File: src/core/smu_defines.svh
`ifndef SMU_DEFINES_SVH
`define SMU_DEFINES_SVH

// Time base
`define SMU_CLK_PERIOD_NS  100
`define SMU_MS_NS          1000000
`define SMU_TICK_CYCLES    (`SMU_MS_NS / `SMU_CLK_PERIOD_NS)
`define SMU_TICK_W         14
`define SMU_TMR_W          20

// Register byte offsets
`define SMU_ADDR_W         12
`define SMU_OFS_CTRL       12'h000
`define SMU_OFS_WIN        12'h004
`define SMU_OFS_CTO        12'h008
`define SMU_OFS_ENDT       12'h00C
`define SMU_OFS_BLIND      12'h010
`define SMU_OFS_STAT       12'h014

// Control field positions
`define SMU_CTRL_VAR_LSB   0
`define SMU_CTRL_EN_LSB    2
`define SMU_CTRL_DIR_LSB   4
`define SMU_CTRL_CLOSE_BIT 6
`define SMU_CTRL_BLIND_BIT 7
`define SMU_CTRL_RST_BIT   8

// Time settings in ms: reset values and legal ranges
`define SMU_WIN_RST        20'h007D0
`define SMU_WIN_MIN        20'h007D0
`define SMU_WIN_MAX        20'h01388
`define SMU_CTO_RST        20'h02710
`define SMU_CTO_MIN        20'h02710
`define SMU_CTO_MAX        20'hFFFFF
`define SMU_ENDT_RST       20'h009C4
`define SMU_ENDT_MIN       20'h009C4
`define SMU_ENDT_MAX       20'h01770
`define SMU_BLIND_RST      20'h000FA
`define SMU_BLIND_MIN      20'h000FA
`define SMU_BLIND_MAX      20'h003E8

`endif

File: src/core/smu_pkg.sv
`include "smu_defines.svh"

package smu_pkg;

   // Muting variant
   typedef enum logic [1:0] {
      SMU_VAR_OPEN, SMU_VAR_BOTH, SMU_VAR_SEQ, SMU_VAR_RSV
   } smu_variant_t;

   // Enable option
   typedef enum logic [1:0] {
      SMU_EN_NONE, SMU_EN_ED, SMU_EN_ONLY, SMU_EN_RSV
   } smu_enmode_t;

   // Travel direction
   typedef enum logic [1:0] {
      SMU_DIR_BI, SMU_DIR_UP, SMU_DIR_DOWN, SMU_DIR_RSV
   } smu_dir_t;

   // Sequencer states
   typedef enum logic [1:0] {
      SMU_ST_IDLE, SMU_ST_FIRST, SMU_ST_MUTE, SMU_ST_BLIND
   } smu_state_t;

   typedef struct packed {
      smu_variant_t variant;
      smu_enmode_t  en_mode;
      smu_dir_t     dir;
      logic         sensor_close;
      logic         blind_en;
   } smu_cfg_t;

   typedef struct packed {
      logic fourth_muting_sensor;
      logic third_muting_sensor;
      logic second_muting_sensor;
      logic first_muting_sensor;
   } smu_sense_t;

   typedef struct packed {
      logic [`SMU_TMR_W-1:0] win;
      logic [`SMU_TMR_W-1:0] cto;
      logic [`SMU_TMR_W-1:0] endt;
      logic [`SMU_TMR_W-1:0] blind;
   } smu_times_t;

endpackage

File: src/core/smu_muting.sv
// Decided for this implementation: the APB register port and the address map.
`timescale 1ns/10ps
`include "smu_defines.svh"

module smu_muting #(
   parameter int TICK_CYCLES = `SMU_TICK_CYCLES
) (
   input  wire logic                   pclk,           // Clock, 10 MHz
   input  wire logic                   presetn,        // Async reset
   input  wire logic                   psel,           // APB select
   input  wire logic                   penable,        // APB enable
   input  wire logic                   pwrite,         // APB direction
   input  wire logic [`SMU_ADDR_W-1:0] paddr,          // APB address
   input  wire logic [31:0]            pwdata,         // APB write data
   output logic      [31:0]            prdata,         // APB read data
   output logic                        pready,         // APB ready
   output logic                        pslverr,        // APB error
   input  smu_pkg::smu_sense_t         sensors,        // Muting sensors
   input  wire logic                   protect_in,     // Light grid
   input  wire logic                   mute_enable_in, // Enable line
   output logic                        safe_out,       // Muted output
   output logic                        muting_active   // Muting state
);
   import smu_pkg::*;

   smu_cfg_t                   cfg_reg;
   smu_times_t                 tm_reg;
   smu_state_t                 state_reg;
   smu_state_t                 state_next;
   logic [`SMU_TICK_W-1:0]     tick_cnt_reg;
   logic                       tick_reg;
   logic [`SMU_TMR_W-1:0]      phase_ms_reg;
   logic [`SMU_TMR_W-1:0]      cycle_ms_reg;
   logic                       en_prev_reg;
   logic                       prot_prev_reg;
   logic                       armed_reg;
   logic                       ready_reg;
   logic                       dir_down_reg;
   logic                       dir_down_next;
   logic                       gone_reg;
   logic                       seen3_reg;
   logic                       phase_clr;
   logic                       gone_set;
   logic                       mute_end;
   logic                       blind_ok;
   logic                       cyc_expired;
   logic                       en_rise;
   logic                       en_fall;
   logic                       en_cancel;
   logic                       cfg_wr;
   logic                       wr_en;
   logic                       hit;
   logic [31:0]                rd_val;
   logic [3:0]                 s;
   logic [3:0]                 ord;
   logic                       safe_out_reg;
   logic                       muting_reg;
   logic [31:0]                prdata_reg;
   logic                       pready_reg;
   logic                       pslverr_reg;

   // Clamp a written time into its legal range
   function automatic logic [`SMU_TMR_W-1:0] clamp(
      input logic [31:0]            v,
      input logic [`SMU_TMR_W-1:0]  lo,
      input logic [`SMU_TMR_W-1:0]  hi);
      logic [`SMU_TMR_W-1:0] r;
      if (v < 32'(lo)) begin
         r = lo;
      end else if (v > 32'(hi)) begin
         r = hi;
      end else begin
         r = v[`SMU_TMR_W-1:0];
      end
      return r;
   endfunction

   assign s = {sensors.fourth_muting_sensor, sensors.third_muting_sensor,
               sensors.second_muting_sensor, sensors.first_muting_sensor};

   // Sensors reordered along the travel direction
   generate
      for (genvar i = 0; i < 4; i++) begin : g_ord
         assign ord[i] = dir_down_reg ? s[3-i] : s[i];
      end
   endgenerate

   // APB decode: zero-wait access, write at the completing edge
   assign wr_en  = psel && penable && pready_reg && pwrite;
   assign cfg_wr = wr_en && (paddr == `SMU_OFS_CTRL);

   always_comb begin
      hit    = 1'b1;
      rd_val = 32'h0000_0000;
      case (paddr)
         `SMU_OFS_CTRL: begin
            rd_val[1:0] = cfg_reg.variant;
            rd_val[3:2] = cfg_reg.en_mode;
            rd_val[5:4] = cfg_reg.dir;
            rd_val[6]   = cfg_reg.sensor_close;
            rd_val[7]   = cfg_reg.blind_en;
         end
         `SMU_OFS_WIN:   rd_val[`SMU_TMR_W-1:0] = tm_reg.win;
         `SMU_OFS_CTO:   rd_val[`SMU_TMR_W-1:0] = tm_reg.cto;
         `SMU_OFS_ENDT:  rd_val[`SMU_TMR_W-1:0] = tm_reg.endt;
         `SMU_OFS_BLIND: rd_val[`SMU_TMR_W-1:0] = tm_reg.blind;
         `SMU_OFS_STAT: begin
            rd_val[1:0]  = state_reg;
            rd_val[2]    = safe_out_reg;
            rd_val[3]    = muting_reg;
            rd_val[4]    = armed_reg;
            rd_val[5]    = ready_reg;
            rd_val[6]    = dir_down_reg;
            rd_val[11:8] = s;
            rd_val[12]   = protect_in;
         end
         default: hit = 1'b0;
      endcase
   end

   // Bus answer registers, captured in the setup cycle
   always_ff @(posedge pclk or negedge presetn) begin
      if (!presetn) begin
         pready_reg  <= 1'b0;
         prdata_reg  <= 32'h0000_0000;
         pslverr_reg <= 1'b0;
      end else begin
         pready_reg <= psel && !penable;
         if (psel && !penable) begin
            prdata_reg  <= pwrite ? 32'h0000_0000 : rd_val;
            pslverr_reg <= !hit || (pwrite && paddr == `SMU_OFS_STAT);
         end
      end
   end

   // Configuration and time setting registers
   always_ff @(posedge pclk or negedge presetn) begin
      if (!presetn) begin
         cfg_reg  <= '0;
         tm_reg   <= {`SMU_WIN_RST, `SMU_CTO_RST, `SMU_ENDT_RST,
                      `SMU_BLIND_RST};
      end else if (wr_en) begin
         case (paddr)
            `SMU_OFS_CTRL: begin
               cfg_reg.variant <= smu_variant_t'(
                  pwdata[`SMU_CTRL_VAR_LSB +: 2]);
               cfg_reg.en_mode <= smu_enmode_t'(
                  pwdata[`SMU_CTRL_EN_LSB +: 2]);
               cfg_reg.dir <= smu_dir_t'(pwdata[`SMU_CTRL_DIR_LSB +: 2]);
               cfg_reg.sensor_close <= pwdata[`SMU_CTRL_CLOSE_BIT];
               cfg_reg.blind_en     <= pwdata[`SMU_CTRL_BLIND_BIT];
            end
            `SMU_OFS_WIN:
               tm_reg.win <= clamp(pwdata, `SMU_WIN_MIN, `SMU_WIN_MAX);
            `SMU_OFS_CTO:
               tm_reg.cto <= (pwdata == 32'h0000_0000) ? '0 :
                  clamp(pwdata, `SMU_CTO_MIN, `SMU_CTO_MAX);
            `SMU_OFS_ENDT:
               tm_reg.endt <= clamp(pwdata, `SMU_ENDT_MIN, `SMU_ENDT_MAX);
            `SMU_OFS_BLIND:
               tm_reg.blind <= clamp(pwdata, `SMU_BLIND_MIN,
                                     `SMU_BLIND_MAX);
            default: ;
         endcase
      end
   end

   // Millisecond time base
   always_ff @(posedge pclk or negedge presetn) begin
      if (!presetn) begin
         tick_cnt_reg <= '0;
         tick_reg     <= 1'b0;
      end else if (tick_cnt_reg == `SMU_TICK_W'(TICK_CYCLES - 1)) begin
         tick_cnt_reg <= '0;
         tick_reg     <= 1'b1;
      end else begin
         tick_cnt_reg <= tick_cnt_reg + 1'b1;
         tick_reg     <= 1'b0;
      end
   end

   // Edge detection of enable and protective input
   always_ff @(posedge pclk or negedge presetn) begin
      if (!presetn) begin
         en_prev_reg   <= 1'b0;
         prot_prev_reg <= 1'b1;  // Grid idles clear, no false rise
      end else begin
         en_prev_reg   <= mute_enable_in;
         prot_prev_reg <= protect_in;
      end
   end

   assign en_rise = mute_enable_in && !en_prev_reg;
   assign en_fall = !mute_enable_in && en_prev_reg;
   // falling-edge cancel only in enable-disable mode
   assign en_cancel   = (cfg_reg.en_mode == SMU_EN_ED) && en_fall;
   assign cyc_expired = (tm_reg.cto != '0) && (cycle_ms_reg >= tm_reg.cto);
   // blind time refused for sequential sensor closing
   assign blind_ok = cfg_reg.blind_en &&
      !(cfg_reg.variant == SMU_VAR_SEQ && cfg_reg.sensor_close);
   assign gone_set = (state_reg == SMU_ST_MUTE) &&
      (cfg_reg.variant == SMU_VAR_OPEN) && !gone_reg && !(s[0] && s[1]);

   // End-of-muting condition per variant
   always_comb begin
      case (cfg_reg.variant)
         // opening clear or end time after first clear
         SMU_VAR_OPEN: mute_end = gone_reg && ((!s[0] && !s[1] &&
            protect_in) || phase_ms_reg >= tm_reg.endt);
         SMU_VAR_BOTH: mute_end = !s[0] && !s[1];
         // curtain rising input or penultimate clear
         SMU_VAR_SEQ:  mute_end = cfg_reg.sensor_close ?
            (seen3_reg && !ord[2]) : (protect_in && !prot_prev_reg);
         default:      mute_end = 1'b0;
      endcase
   end

   // Sequencer next state
   always_comb begin
      state_next    = state_reg;
      dir_down_next = dir_down_reg;
      case (state_reg)
         SMU_ST_IDLE: begin
            // start gated by ready, armed, input
            if (ready_reg && armed_reg && protect_in) begin
               if (cfg_reg.variant == SMU_VAR_SEQ) begin
                  if (s[0] && cfg_reg.dir != SMU_DIR_DOWN) begin
                     state_next    = SMU_ST_FIRST;
                     dir_down_next = 1'b0;
                  end else if (s[3] && cfg_reg.dir != SMU_DIR_UP) begin
                     state_next    = SMU_ST_FIRST;
                     dir_down_next = 1'b1;
                  end
               end else if (s[0] || s[1]) begin
                  state_next = (s[0] && s[1]) ? SMU_ST_MUTE : SMU_ST_FIRST;
               end
            end
         end
         SMU_ST_FIRST: begin
            if (cyc_expired || en_cancel) begin
               state_next = SMU_ST_IDLE;
            end else if (cfg_reg.variant == SMU_VAR_SEQ) begin
               if (!ord[0] || ord[2] || ord[3]) begin
                  state_next = SMU_ST_IDLE;
               end else if (ord[1]) begin
                  state_next = SMU_ST_MUTE;
               end
            end else if (s[0] && s[1]) begin
               state_next = SMU_ST_MUTE;
            end else if (!(s[0] || s[1]) ||
                         phase_ms_reg >= tm_reg.win) begin
               state_next = SMU_ST_IDLE;
            end
         end
         SMU_ST_MUTE: begin
            if (cyc_expired || en_cancel) begin
               state_next = SMU_ST_IDLE;
            end else if (mute_end) begin
               state_next = blind_ok ? SMU_ST_BLIND : SMU_ST_IDLE;
            end
         end
         SMU_ST_BLIND: begin
            if (phase_ms_reg >= tm_reg.blind) begin
               state_next = SMU_ST_IDLE;
            end
         end
         default: state_next = SMU_ST_IDLE;
      endcase
   end

   assign phase_clr = (state_next != state_reg) || gone_set;

   // State register; a control write returns to idle
   always_ff @(posedge pclk or negedge presetn) begin
      if (!presetn) begin
         state_reg    <= SMU_ST_IDLE;
         dir_down_reg <= 1'b0;
      end else if (cfg_wr) begin
         state_reg    <= SMU_ST_IDLE;
         dir_down_reg <= 1'b0;
      end else begin
         state_reg    <= state_next;
         dir_down_reg <= dir_down_next;
      end
   end

   // Phase and cycle timers in ms, saturating
   always_ff @(posedge pclk or negedge presetn) begin
      if (!presetn) begin
         phase_ms_reg <= '0;
         cycle_ms_reg <= '0;
      end else begin
         if (phase_clr || cfg_wr) begin
            phase_ms_reg <= '0;
         end else if (tick_reg && phase_ms_reg != '1) begin
            phase_ms_reg <= phase_ms_reg + 1'b1;
         end
         if (state_next == SMU_ST_IDLE || state_next == SMU_ST_BLIND ||
             cfg_wr) begin
            cycle_ms_reg <= '0;
         end else if (tick_reg && cycle_ms_reg != '1) begin
            cycle_ms_reg <= cycle_ms_reg + 1'b1;
         end
      end
   end

   // Sensor history within muting
   always_ff @(posedge pclk or negedge presetn) begin
      if (!presetn) begin
         gone_reg  <= 1'b0;
         seen3_reg <= 1'b0;
      end else if (state_reg != SMU_ST_MUTE) begin
         gone_reg  <= 1'b0;
         seen3_reg <= 1'b0;
      end else begin
         if (gone_set) begin
            gone_reg <= 1'b1;
         end
         if (ord[2]) begin
            seen3_reg <= 1'b1;
         end
      end
   end

   // ready means all relevant sensors clear, input true
   always_ff @(posedge pclk or negedge presetn) begin
      if (!presetn) begin
         ready_reg <= 1'b0;
      end else begin
         ready_reg <= (state_next == SMU_ST_IDLE) && !cfg_wr &&
            protect_in && ((cfg_reg.variant == SMU_VAR_SEQ) ?
            (s == 4'h0) : (s[1:0] == 2'h0));
      end
   end

   // arming by enable edge; a rise beats any clear
   always_ff @(posedge pclk or negedge presetn) begin
      if (!presetn) begin
         armed_reg <= 1'b0;
      end else if (en_rise) begin
         armed_reg <= 1'b1;
      end else if (cfg_wr) begin
         armed_reg <= 1'b0;  // Config reset disarms, even from none mode
      end else if (cfg_reg.en_mode == SMU_EN_NONE) begin
         armed_reg <= 1'b1;
      end else if (en_cancel || (state_reg == SMU_ST_IDLE &&
                   state_next != SMU_ST_IDLE)) begin
         armed_reg <= 1'b0;
      end
   end

   // output forced true while muting or blind
   always_ff @(posedge pclk or negedge presetn) begin
      if (!presetn) begin
         safe_out_reg <= 1'b0;
         muting_reg   <= 1'b0;
      end else begin
         safe_out_reg <= protect_in || (!cfg_wr &&
            (state_next == SMU_ST_MUTE || state_next == SMU_ST_BLIND));
         muting_reg   <= !cfg_wr && (state_next == SMU_ST_MUTE);
      end
   end

   assign safe_out      = safe_out_reg;
   assign muting_active = muting_reg;
   assign prdata        = prdata_reg;
   assign pready        = pready_reg;
   assign pslverr       = pslverr_reg;

   a_out_forced: assert property (
      @(posedge pclk) disable iff (!presetn)
      (state_reg == SMU_ST_MUTE || state_reg == SMU_ST_BLIND) |-> safe_out)
      else $error("output not forced during muting");

   a_idle_follow: assert property (
      @(posedge pclk) disable iff (!presetn)
      (state_reg == SMU_ST_IDLE && $past(presetn)) |->
      safe_out == $past(protect_in))
      else $error("idle output does not follow input");

   a_start_gate: assert property (
      @(posedge pclk) disable iff (!presetn)
      (state_reg == SMU_ST_IDLE && state_next != SMU_ST_IDLE) |->
      (ready_reg && armed_reg && protect_in))
      else $error("cycle started without ready and armed");

   a_window_bound: assert property (
      @(posedge pclk) disable iff (!presetn)
      (state_reg == SMU_ST_FIRST && cfg_reg.variant != SMU_VAR_SEQ) |->
      phase_ms_reg <= tm_reg.win)
      else $error("sensor window overrun");

   a_cycle_bound: assert property (
      @(posedge pclk) disable iff (!presetn)
      (tm_reg.cto != '0 && state_reg == SMU_ST_MUTE && cyc_expired) |=>
      state_reg == SMU_ST_IDLE)
      else $error("cycle timeout not enforced");

   a_fall_cancel: assert property (
      @(posedge pclk) disable iff (!presetn)
      (cfg_reg.en_mode == SMU_EN_ED && $fell(mute_enable_in) &&
       state_reg == SMU_ST_MUTE && !cfg_wr) |=> state_reg == SMU_ST_IDLE)
      else $error("enable fall did not cancel muting");

   a_both_end: assert property (
      @(posedge pclk) disable iff (!presetn)
      (cfg_reg.variant == SMU_VAR_BOTH && state_reg == SMU_ST_MUTE &&
       !s[0] && !s[1]) |=> state_reg != SMU_ST_MUTE)
      else $error("muting kept after both sensors clear");

   a_blind_seq: assert property (
      @(posedge pclk) disable iff (!presetn)
      (cfg_reg.variant == SMU_VAR_SEQ && cfg_reg.sensor_close) |->
      state_reg != SMU_ST_BLIND)
      else $error("blind time with sensor closing");

   a_dir_up: assert property (@(posedge pclk) disable iff (!presetn)
      (cfg_reg.variant == SMU_VAR_SEQ && cfg_reg.dir == SMU_DIR_UP &&
       state_reg == SMU_ST_IDLE && state_next != SMU_ST_IDLE) |=>
      !dir_down_reg)
      else $error("down travel accepted in up mode");

endmodule // smu_muting

File: config.mk
export PLATFORM = sky130hd
export DESIGN_NAME = smu_muting
export DESIGN_NICKNAME = d
export VERILOG_FILES = /design/src/core/smu_pkg.sv /design/src/core/smu_muting.sv
export VERILOG_INCLUDE_DIRS = /design/src /design/src/core
export SDC_FILE = /design/constraint.sdc
export NUM_CORES = 1
export LEC_CHECK = 0
export BUFFER_PORTS_ARGS = -buffer_cell sky130_fd_sc_hd__buf_2
export CAP_MARGIN = 10
export CORE_UTILIZATION = 43
export DETAILED_ROUTE_END_ITERATION = 7
export GPL_TIMING_DRIVEN = 1
export PLACE_DENSITY = 0.61
export SYNTH_ARGS = -nofsm -noshare
export SYNTH_HDL_FRONTEND = slang
export SYNTH_SLANG_ARGS = --single-unit
File: constraint.sdc
create_clock -name pclk -period 7.8 [get_ports pclk]
set_input_delay 0.39 -clock pclk [delete_from_list [all_inputs] [get_ports pclk]]
set_output_delay 0.39 -clock pclk [all_outputs]
set_load 0.005 [all_outputs]
# --- Word-level counts from Yosys, hierarchy flattened ---
# Cells that the tools add are included.
classes:
  n_lt_le_gt_ge: 12
  reduce_logical: 87
  eq_ne: 20
  n_addsub: 3
  mux: 60
ops:
  columns: ["operator", "n"]
  rows:
  - ["$mux W20", 14]
  - ["$ge A20 B20 Y1", 4]
  - ["$gt A32 B13 Y1 const B", 2]
  - ["$pmux W7 S6", 1]
  - ["$add A20 B1 Y20 const B", 2]
  - ["$ne A20 B20 Y1 const B", 2]
  - ["$mux W2", 17]
  - ["$logic_and A1 B1 Y1", 33]
  - ["$gt A32 B10 Y1 const B", 1]
  - ["$gt A32 B20 Y1 const B", 1]
  - ["$logic_not A32 Y1", 1]
  - ["$lt A32 B11 Y1 const B", 1]
  - ["$lt A32 B12 Y1 const B", 1]
  - ["$lt A32 B14 Y1 const B", 1]
  - ["$lt A32 B8 Y1 const B", 1]
  - ["$pmux W7 S4", 1]
  - ["$pmux W5 S5", 1]
  - ["$eq A12 B4 Y1 const B", 2]
  - ["$eq A12 B5 Y1 const B", 2]
  - ["$mux W1", 22]
  - ["$reduce_bool A20 Y1", 1]
  - ["$reduce_bool A2 Y1", 8]
  - ["$add A14 B1 Y14 const B", 1]
  - ["$eq A14 B14 Y1 const B", 1]
  - ["20 further kinds", 61]
word_totals:
  out_inout_bits: 36
  register_bits: 188
  wordCells: 208
  inputBits: 55

# --- Longest topological paths before layout ---
# Gate-level depths: netlist (run 1).
depth:
  depth_word: 16
  mapped_depth: 15
  ltp_nobuf: 15

# --- Worst setup path after synthesis (run 1) ---
# No wires, ideal clock.
synth_timing:
  path_type: "register to register"
  startpoint: "register phase_ms_reg[0]"
  endpoint: "register cycle_ms_reg[14]"
  stages_incl_launch_ff: 16
  required_time_ps: 7668
  setup_time_ps: 132
  slack_ps: 4406
  n_path_buf: 0
  arrival_ps: 3262
  synth_period_minus_slack_ps: 3394
  path_cell_list: "dfrtp_1 inv_1 ha_1 nand2b_1 a2111oi_1 o41ai_1 or4b_4 nand2_4 a21oi_1 nor2_1 ha_1 o21ai_1 nor2_2 nor4b_1 xnor2_1 nor2_1"
synth_via:
  elab_chain_len: 11
  word_cells_on_any_way: 21
  cone_classes: "3 x order compare; 1 x eq/ne; 10 x mux; 7 x reduce/logical"
synth_lines:
  columns: ["element", "line_no", "rtl"]
  rows:
  - ["from (decl)", "smu_muting.sv:32", "logic [`SMU_TMR_W-1:0] phase_ms_reg;"]
  - ["from (signal assigned)", "smu_muting.sv:296", "phase_ms_reg <= phase_ms_reg + 1'b1;"]
  - ["$ge A20 B20 Y1 (on tied branches)", "smu_muting.sv:209, smu_muting.sv:251", null]
  - ["$logic_or A1 B1 Y1 (on tied branches)", "smu_muting.sv:209, smu_muting.sv:250", null]
  - ["$logic_and A1 B1 Y1 / $mux W2 (equally long branches)", "smu_muting.sv:208, smu_muting.sv:250", null]
  - ["$pmux W1 S3 / $mux W2 (equally long branches)", "smu_muting.sv:206, smu_muting.sv:248", null]
  - ["$mux W2 (on tied branches)", "smu_muting.sv:258, smu_muting.sv:242", null]
  - ["$mux W2 (on tied branches)", "smu_muting.sv:256, smu_muting.sv:240", null]
  - ["$pmux W2 S4 *", "smu_muting.sv:222", "case (state_reg)"]
  - ["$eq A2 B2 Y1 / $logic_not A2 Y1 (equally long branches)", "smu_muting.sv:298", "if (state_next == SMU_ST_IDLE || state_next == SMU_ST_BLIND ||"]
  - ["$logic_or A1 B1 Y1 * (2 in a row)", "smu_muting.sv:298", null]
  - ["$mux W20 / $reduce_bool A2 Y1 (equally long branches)", null, null]
  - ["to (signal assigned)", "smu_muting.sv:302", "cycle_ms_reg <= cycle_ms_reg + 1'b1;"]
  - ["to (decl)", "smu_muting.sv:33", "logic [`SMU_TMR_W-1:0] cycle_ms_reg;"]
# Mark *: on every way between the ends. The rest lies on a longest branch, timed or not.
# A chain may end at the register's enable or synchronous reset.

# --- Final worst setup path (run 1) ---
# Ends and elaborated chain as after synthesis.

==> results.md, run 1 <==
- Leakage: 0.00586 uW
- Total CTS buffers: 17
- Clock sinks: 176
- TNS Setup: 0 ns
- Number of port buffers: 78
- CTS clk-pin slew, worst paths: 0.08 ns
- Vias per cell: 5.80
- RSZ-0062 raised after global routing: no
- Pint: 1380 uW
- Die area: 26100 um2
- Max VDD drop: 0.126 mV
- Crit end category: flip-flop
- Status: finished clean
- EDFF count, synth: 0
- Filler cell count: 2398
- Diodes inserted: 0
- Final setup vio count: 0
- Fmax: 234 MHz
- Critical path peak fanout: 22
- Worst Path Required: 8.13 ns
- Synth area leader: dfrtp_1
- Tmin final: 4.28 ns
- M1 WL: 14.3 mm
- Num ports: 91
- Cell area after synthesis: 10900 um2
- Cell Pwr Density: 155 nW/um2
- Largest register FFs: 80
- Register area share after synthesis: 0.405
- Share of power burned in combinational logic: 0.050
- Overall die height: 162 um
- Synth warn: 0
- Async SR Flop Fraction: 1.00
- Slew Viols, Final: 0
- Worst Setup Start Kind: flip-flop
- Dominant cells by area after synthesis: dfrtp_1 (35%), ha_1 (9.8%), dfstp_2 (5.5%), nor2_1 (4.0%), nand2_1 (4.0%)
- GPL Wtd Cong: 0.931
- Setup CP Type: reg2reg
- Least-Margin Pin Slew: 1.04 ns
- Initial DRC count: 853
- Switching part of the total: 0.269
- Met2 routed WL: 14.3 mm
- Crit path DAT: 4.61 ns
- Area taken by flip-flops and latches: 4430 um2
- First-pass GRT wire length: 49.8 mm
- PostCTS Resize Cnt: 0
- Max Cap Viol: 0
- Nets: 1364
- Hpwl dp: 23.6 mm
- Routed Antenna Nets: 0
- Avg Cell Area, Syn: 9.38 um2
- H-tree depth: 4
- FF+latch count, synth: 176
- Drc violations: 0
- Hold slack final: 0.0810 ns
- Power share of the clock group: 0.460
- Total GRT Usage: 0.251
- Slew headroom: 0.308
- Distinct cell type count after synthesis: 94
- Area of the multi-input gates: 5930 um2
- Metal3 WL: 2.12 mm
- Postcts setup bufs: 0
- Total net switching power: 507 uW
- Pre-antenna DRT Iters: 8
- Overflow after GRT: 0
- Final wirelength: 31.4 mm
- Core Rows: 58
- Dominant synthesized flop cell: dfrtp_1
- Final hold vios: 0
- Area growth, synth to finish: 11.4%
- WL/cell: 20.1 um
- Type of the tightest min-delay check: in2reg
- Syn Inst Count: 1166
- Top layer in use: met4
- Core Area: 25000 um2
- Chip width: 162 um
- Max Buffers Root-to-Sink: 2
- Tcrit/Tclk final: 0.549
- Vias in the first global route: 8850
- Clk_skew: 0.0137 ns
- Synth top area share: 0.350
- Pin count of the biggest net entering global routing: 70
- Initial antenna violation count: 0
- Initial Utilization: 0.437
- Layout cells sized above 1: 0.168
- CTS tree: yes
- Clk_lat worst skew: 0.45 ns
- Number of vias in the routed layout: 9088
- Flop pwr share: 0.490
- Root Driver: clkbuf_16
-- worst paths after layout --
path / from / to / slack, ns / cells past startpoint
worst max-delay path: phase_ms_reg[0]$_DFFE_PN0P_ / cycle_ms_reg[14]$_DFFE_PN0P_ / 3.52 / 16
worst max register to register: phase_ms_reg[0]$_DFFE_PN0P_ / cycle_ms_reg[14]$_DFFE_PN0P_ / 3.52 / 16
worst min register to register: prdata[1]$_DFFE_PN0P_ / prdata[1]$_DFFE_PN0P_ / 0.47 / 2
worst min-delay path: mute_enable_in / en_prev_reg$_DFF_PN0_ / 0.08 / 1
min in group asynchronous: presetn / pslverr$_DFFE_PN0P_ / 0.53 / 2
max in group asynchronous: presetn / tm_reg[46]$_DFFE_PN0P_ / 6.06 / 3
-- cell usage after synthesis, types with 11 or more instances --
| library cell | count |
|---|---|
| dfrtp_1 | 153 |
| nor2_1 | 118 |
| nand2_1 | 116 |
| ha_1 | 86 |
| inv_1 | 86 |
| o21ai_0 | 59 |
| a21oi_1 | 42 |
| clkbuf_1 | 34 |
| nand4_1 | 34 |
| xor2_1 | 31 |
| nand3_1 | 29 |
| dfstp_2 | 23 |
| nor3_1 | 20 |
| xnor2_1 | 18 |
| nor4_1 | 17 |
| a2111oi_2 | 16 |
| and3_1 | 16 |
| a22o_1 | 15 |
| buf_4 | 15 |
| a222oi_1 | 14 |
| nor2b_1 | 14 |
| a21o_1 | 12 |
| o21ai_1 | 12 |
| a2bb2oi_1 | 11 |
| nand2b_1 | 11 |
-- critical path, cell delays in order (launching register included) --
cell       delay (ns)
dfrtp_1          0.46
inv_1            0.16
ha_1             0.30
nand2b_1         0.15
a2111oi_1        0.44
o41ai_1          0.17
or4b_4           0.52
nand2_4          0.29
a21oi_1          0.12
nor2_1           0.20
ha_1             0.25
o21ai_1          0.07
buf_4            0.29
nor2_2           0.13
nor4b_1          0.40
xnor2_1          0.16
nor2_1           0.05
-- cell type report --
class,count,area share
Inverter,86,0.0265
Clock inverter,15,0.0143
Multi-Input combinational cell,852,0.486
Tap cell,330,0.0339
Clock buffer,17,0.0349
Timing Repair Buffer,90,0.0402
Sequential cell,176,0.364
-- metal layers --
metal,vias up,global-route usage
li1,4293,-
met1,4435,0.347
met2,315,0.391
met3,45,0.0485
met4,0,0.0866
met5,-,0
-- power groups by stage --
| stage | clock network, uW | registers, uW | logic, uW |
|---|---|---|---|
| after CTS | 882 | 923 | 95.1 |
| after global placement | 0 | 940 | 94.1 |
| after global routing | 920 | 924 | 106 |
| final | 865 | 923 | 94.3 |
| after floorplan | 0 | 938 | 44.4 |
| after detailed placement | 0 | 940 | 94.4 |
-- cells in the final DEF, fill, tap and decap left out, drive strengths merged, types with 14 or more instances in the layout --
master	instances
dfrtp	153
nor2	119
nand2	118
inv	91
buf	89
ha	86
o21ai	72
a21oi	42
nand4	35
nand3	32
xor2	31
dfstp	23
nor3	20
xnor2	18
nor4	18
clkbuf	17
a2111oi	17
and3	16
a22o	15
nor2b	14
a222oi	14
-- stage by stage --
| step | total power, uW | setup slack, ns | instance area (um2) | cells | utilization |
|---|---|---|---|---|---|
| floorplan | 982 | 4.41 | 11000 | 1177 | - |
| global placement | 1030 | 3.67 | 11600 | 1533 | 0.462 |
| detailed placement | 1030 | 3.63 | 11600 | 1533 | 0.462 |
| CTS | 1900 | 3.60 | 12200 | 1566 | 0.487 |
| global route | 1950 | 3.27 | 12200 | 1566 | 0.487 |
| finish | 1880 | 3.52 | 12200 | 1566 | 0.487 |
-- kinds of logic (layout without fill, tap and decap cells) --
| family | after synthesis | count (layout) | synth area share |
|---|---|---|---|
| compound gates | 258 | 258 | 0.176 |
| buf+inv | 149 | 208 | 0.0595 |
| flops | 176 | 176 | 0.405 |
| xor+xnor | 49 | 49 | 0.0392 |
| fa+ha+maj | 86 | 86 | 0.0984 |
| simple gates | 429 | 429 | 0.204 |
| other cells | 1 | 12 | 0.000343 |
| mux | 18 | 18 | 0.0176 |
-- repair_timing --
| action | CTS | global route |
|---|---|---|
| hold buffers | 1 | 0 |
| hold endpoints to repair | 28 | 0 |
| setup endpoints to repair | 0 | 0 |
No activity file was read; power rests on OpenSTA's default activity.
==> run 2, diff against run 1 <==
Clock period 7.8 ns to 4.3 ns, I/O delays scaled along.
==> results.md, run 2 (synthesis results as in run 1) <==
- CTS tree: yes
- RSZ-0062 raised after global routing: no
- Initial DRC count: 897
- First-pass GRT wire length: 49.9 mm
- Hold path endpoint: tm_reg[54]$_DFFE_PN0P_
- Status: finished clean
- Max Buffers Root-to-Sink: 2
- Final setup vio count: 0
- Fin util: 0.489
- Slew headroom: 0.291
- Max Cap Viol: 0
- Area of the multi-input gates: 5930 um2
- Tmin final: 3.96 ns
- Clock sinks: 176
- WL/cell: 20.0 um
- R2R Path End: cycle_ms_reg[11]$_DFFE_PN0P_
- Vias per cell: 5.78
- Final instance area: 12200 um2
- TNS Setup: 0 ns
- Clk_skew: 0.0139 ns
- Number of vias in the routed layout: 9104
- Overall die height: 162 um
- Filler cell count: 2365
- Commonest cells after routing, fill and taps aside: dfrtp_1 (153), nor2_1 (118), nand2_1 (116), inv_1 (86), ha_1 (86)
- Least-Margin Pin Slew: 1.05 ns
- Setup CP Type: reg2reg
- Commonest non-fill, non-tap cell in the layout: dfrtp_1
- Initial antenna violation count: 0
- Critical path peak fanout: 21
- Crit path DAT: 4.33 ns
- Number of port buffers: 78
- Core Rows: 58
- H-tree depth: 4
- Hpwl dp: 23.5 mm
- Pin count of the biggest net entering global routing: 102
- Dpl cell area: 11600 um2
- Diodes inserted: 0
- Reg-to-reg startpoint: tm_reg[22]$_DFFE_PN1P_
- Nets: 1374
- Clk_lat worst skew: 0.44 ns
- Core Area: 25000 um2
- Final hold vios: 0
- PostCTS Resize Cnt: 0
- CP startpoint: tm_reg[22]$_DFFE_PN1P_
- Layout cells sized above 1: 0.173
- Total GRT Usage: 0.250
- Total chip power: 3390 uW
- Worst Path Required: 4.67 ns
- Worst Min Path Start: pwdata[14]
- Max VDD drop: 0.212 mV
- Leakage: 0.00590 uW
- Postcts setup bufs: 0
- Num ports: 91
- Initial Utilization: 0.437
- Drc violations: 0
- Largest register FFs: 80
- CTS clk-pin slew, worst paths: 0.08 ns
- Cell Pwr Density: 277 nW/um2
- Tcrit/Tclk final: 0.922
- Chip width: 162 um
- Total CTS buffers: 17
- Final wirelength: 31.5 mm
- Crit end category: flip-flop
- Vias in the first global route: 8700
- GPL Wtd Cong: 0.904
- Area growth, synth to finish: 12.0%
- Fmax: 252 MHz
- Reg2reg setup slack: 0.34 ns
- Pre-antenna DRT Iters: 5
- Worst Setup Start Kind: flip-flop
- Worst hold stages: 3
- R2r worst-path depth: 16
- Area taken by flip-flops and latches: 4430 um2
- Slew Viols, Final: 0
- Type of the tightest min-delay check: in2reg
- Root Driver: clkbuf_16
- Die area: 26100 um2
- Routed Antenna Nets: 0
- Overflow after GRT: 0
## run 2: changes by cell type in the layout (fill, tap and decap cells not counted), sizes merged
cell,change
dlygate4sd3,+2
clkbuf,+1
inv,+3
buf,+8
clkinv,-6
clkinvlp,+2
## run 2: worst max-delay path by stage
stage,endpoint,slack [ns],depth (start not counted)
after floorplan,cycle_ms_reg[14]$_DFFE_PN0P_,0.91,15
after global placement,cycle_ms_reg[11]$_DFFE_PN0P_,0.38,16
after detailed placement,cycle_ms_reg[11]$_DFFE_PN0P_,0.34,16
after CTS,cycle_ms_reg[11]$_DFFE_PN0P_,0.32,16
after global routing,cycle_ms_reg[11]$_DFFE_PN0P_,0.12,16
final,cycle_ms_reg[11]$_DFFE_PN0P_,0.34,16
## run 2: through the flow
step           cells  hold slack [ns]  setup WS (ns)
3_5_place_dp    1541            0.295          0.342
2_1_floorplan   1177          -0.0806          0.906
5_1_grt         1576           0.0396          0.124
4_1_cts         1576           0.0329          0.322
6_report        1576           0.0429          0.336
3_3_place_gp    1541            0.298          0.381
## run 2: critical path: stages (launching register included)
cell and delay, ns:
dfstp_2 0.54, inv_1 0.05, ha_1 0.28, nand2_1 0.04, o21ai_0 0.17, a41oi_1 0.21
o41ai_1 0.62, o211ai_1 0.23, a21bo_2 0.27, a21oi_1 0.15, ha_1 0.24, o21ai_1 0.22
buf_4 0.32, nand2b_1 0.16, nand4_1 0.12, xor2_1 0.16, nor2_1 0.09
## run 2: metal layers
layer / track usage / share of wire / vias up / wire length [um]
li1: - / - / 4315 / -
met1: 0.363 / 0.47 / 4459 / 14800
met2: 0.387 / 0.45 / 295 / 14300
met3: 0.0388 / 0.057 / 35 / 1780
met4: 0.0673 / 0.018 / 0 / 575
met5: 0 / 0 / - / 0
## run 2: area by class of cell
| cell class | count | share of cell area |
|---|---|---|
| Inverter | 86 | 0.0264 |
| Multi-Input combinational cell | 852 | 0.484 |
| Clock inverter | 14 | 0.0117 |
| Tap cell | 330 | 0.0337 |
| Timing Repair Buffer | 100 | 0.0475 |
| Clock buffer | 18 | 0.0350 |
| Sequential cell | 176 | 0.362 |
## run 2: power by group
part | switching [uW] | internal (uW) | leakage [uW] | total, uW
sequential | 9.11 | 1660 | 0.00216 | 1670
clock | 771 | 774 | 0.000271 | 1550
combinational | 121 | 56.6 | 0.00347 | 177
## run 2: what timing repair did
action                     in CTS  in global routing
setup endpoints to repair       0                  0
hold buffers                    3                  0
hold endpoints to repair       77                  0
==> run 3, diff against run 2 <==
Settings changed: CORE_ASPECT_RATIO set to 1.25.
==> results.md, run 3 (synthesis results as in run 1) <==
- Least-Margin Pin Slew: 1.15 ns
- Max VDD drop: 0.251 mV
- Total net switching power: 842 uW
- Flop pwr share: 0.480
- Worst hold stages: 3
- Total GRT Usage: 0.260
- Hold slack final: 0.0462 ns
- Hpwl dp: 24.8 mm
- Pin count of the biggest net entering global routing: 83
- Diodes inserted: 0
- Total chip power: 3490 uW
- WL/cell: 20.4 um
- Critical-path cell list: inv_1 > ha_1 > nand2_1 > o21ai_0 > a41oi_1 > o41ai_1 > o211ai_1 > a21bo_2 > a21oi_1 > ha_1 > o21ai_1 > buf_4 > nor2_2 > nor4b_1 > xnor2_1 > nor2_1
- Buf+Inv Stages, Crit Path: 2
- Clk_skew: 0.00883 ns
- Commonest non-fill, non-tap cell in the layout: dfrtp_1
- Initial DRC count: 751
- Die area: 26100 um2
- Routed Antenna Nets: 0
- Slew Viols, Final: 0
- Overflow after GRT: 0
- Commonest cells after routing, fill and taps aside: dfrtp_1 (153), nor2_1 (118), nand2_1 (116), inv_1 (86), ha_1 (86)
- Layout cells sized above 1: 0.176
- GPL Wtd Cong: 0.939
- Pint: 2650 uW
- Cell Pwr Density: 283 nW/um2
- Nets: 1379
- Power share of the clock group: 0.469
- R2R Path End: cycle_ms_reg[14]$_DFFE_PN0P_
- Share of power burned in combinational logic: 0.051
- Chip width: 145 um
- Pre-antenna DRT Iters: 8
- Most frequent CP cell: ha_1
- Crit path DAT: 4.34 ns
- CP max stage delay: 0.78 ns
- R2r worst-path depth: 16
- Crit end category: flip-flop
- Final hold vios: 0
- Number of port buffers: 78
- Reg-to-reg startpoint: tm_reg[22]$_DFFE_PN1P_
- Overall die height: 180 um
- CTS tree: yes
- Initial antenna violation count: 0
- Core Rows: 64
- Clock sinks: 176
- WP depth: 16
- Dpl cell area: 11700 um2
- Final instance area: 12300 um2
- Drc violations: 0
- Number of vias in the routed layout: 9137
- Worst Path Required: 4.63 ns
- Worst Min Path Start: pwdata[17]
- Core Area: 24700 um2
- Worst Setup Start Kind: flip-flop
- Hold path endpoint: tm_reg[57]$_DFFE_PN0P_
- Root Driver: clkbuf_16
- Fmax: 249 MHz
- Setup CP Type: reg2reg
- Final setup vio count: 0
- TNS Setup: 0 ns
- Vias per cell: 5.78
- Tcrit/Tclk final: 0.933
- Leakage: 0.00594 uW
- Total CTS buffers: 17
- Final wirelength: 32.3 mm
- Clk_lat worst skew: 0.44 ns
- Postcts setup bufs: 0
- Status: finished clean
- Area growth, synth to finish: 12.6%
- First-pass GRT wire length: 51.1 mm
- Switching part of the total: 0.241
- Critical path peak fanout: 7
- RSZ-0062 raised after global routing: no
- Vias in the first global route: 9207
- Max Buffers Root-to-Sink: 2
- Type of the tightest min-delay check: in2reg
- Max Cap Viol: 0
- CTS clk-pin slew, worst paths: 0.07 ns
- Slowest-stage cell, CP: o41ai_1
- Num ports: 91
- H-tree depth: 4
- Reg2reg setup slack: 0.29 ns
- Largest register FFs: 80
- Slew headroom: 0.232
- Initial Utilization: 0.442
- Crit path max-delay family: compound AO/OA/AOI/OAI gates
- Tmin final: 4.01 ns
-- run 3: how the worst max path moves through the flow --
stage,to,slack (ns),startpoint
after global placement,cycle_ms_reg[14]$_DFFE_PN0P_,0.39,tm_reg[22]$_DFFE_PN1P_
after CTS,cycle_ms_reg[14]$_DFFE_PN0P_,0.30,tm_reg[22]$_DFFE_PN1P_
after detailed placement,cycle_ms_reg[14]$_DFFE_PN0P_,0.33,tm_reg[22]$_DFFE_PN1P_
after global routing,cycle_ms_reg[14]$_DFFE_PN0P_,0.09,phase_ms_reg[0]$_DFFE_PN0P_
after floorplan,cycle_ms_reg[14]$_DFFE_PN0P_,0.91,phase_ms_reg[0]$_DFFE_PN0P_
final,cycle_ms_reg[14]$_DFFE_PN0P_,0.29,tm_reg[22]$_DFFE_PN1P_
-- run 3: per-layer routing --
layer	track usage	up-vias	wire length (um)
met1	0.319	4405	13100
li1	-	4329	-
met4	0.132	0	1520
met5	0	-	0
met2	0.435	322	15900
met3	0.0396	81	1730
-- run 3: repair_timing --
item,4_1_cts,5_1_grt
hold buffers,3,0
gates resized for setup,0,0
hold endpoints to repair,72,0
-- run 3: power by group through the flow --
stage / clock network (uW) / registers, uW / logic [uW]
final: 1640 / 1670 / 178
after CTS: 1670 / 1670 / 180
after detailed placement: 0 / 1700 / 177
after global placement: 0 / 1700 / 176
after global routing: 1740 / 1670 / 199
after floorplan: 0 / 1700 / 80.5
-- run 3: metrics by stage --
stage	utilization	cells	setup slack [ns]
4_1_cts	0.498	1581	0.305
3_3_place_gp	0.472	1546	0.389
2_1_floorplan	-	1177	0.906
5_1_grt	0.498	1581	0.0887
6_report	0.498	1581	0.289
3_5_place_dp	0.472	1546	0.329
-- run 3: tightest hold or removal path, delay by kind of cell --
family / cells / cell delay, ns
AO/OA/AOI/OAI: 1 / 0.10
buffers and inverters: 1 / 0.09
AND/OR/NAND/NOR: 1 / 0.04
-- run 3: layout make-up --
cell class	instances	area (um2)
fill	2319	12400
clock buffer	18	429
clock inverter	14	180
inverter	86	323
tap	330	413
sequential	176	4430
multi-input combinational	852	5930
timing repair buffer	105	619
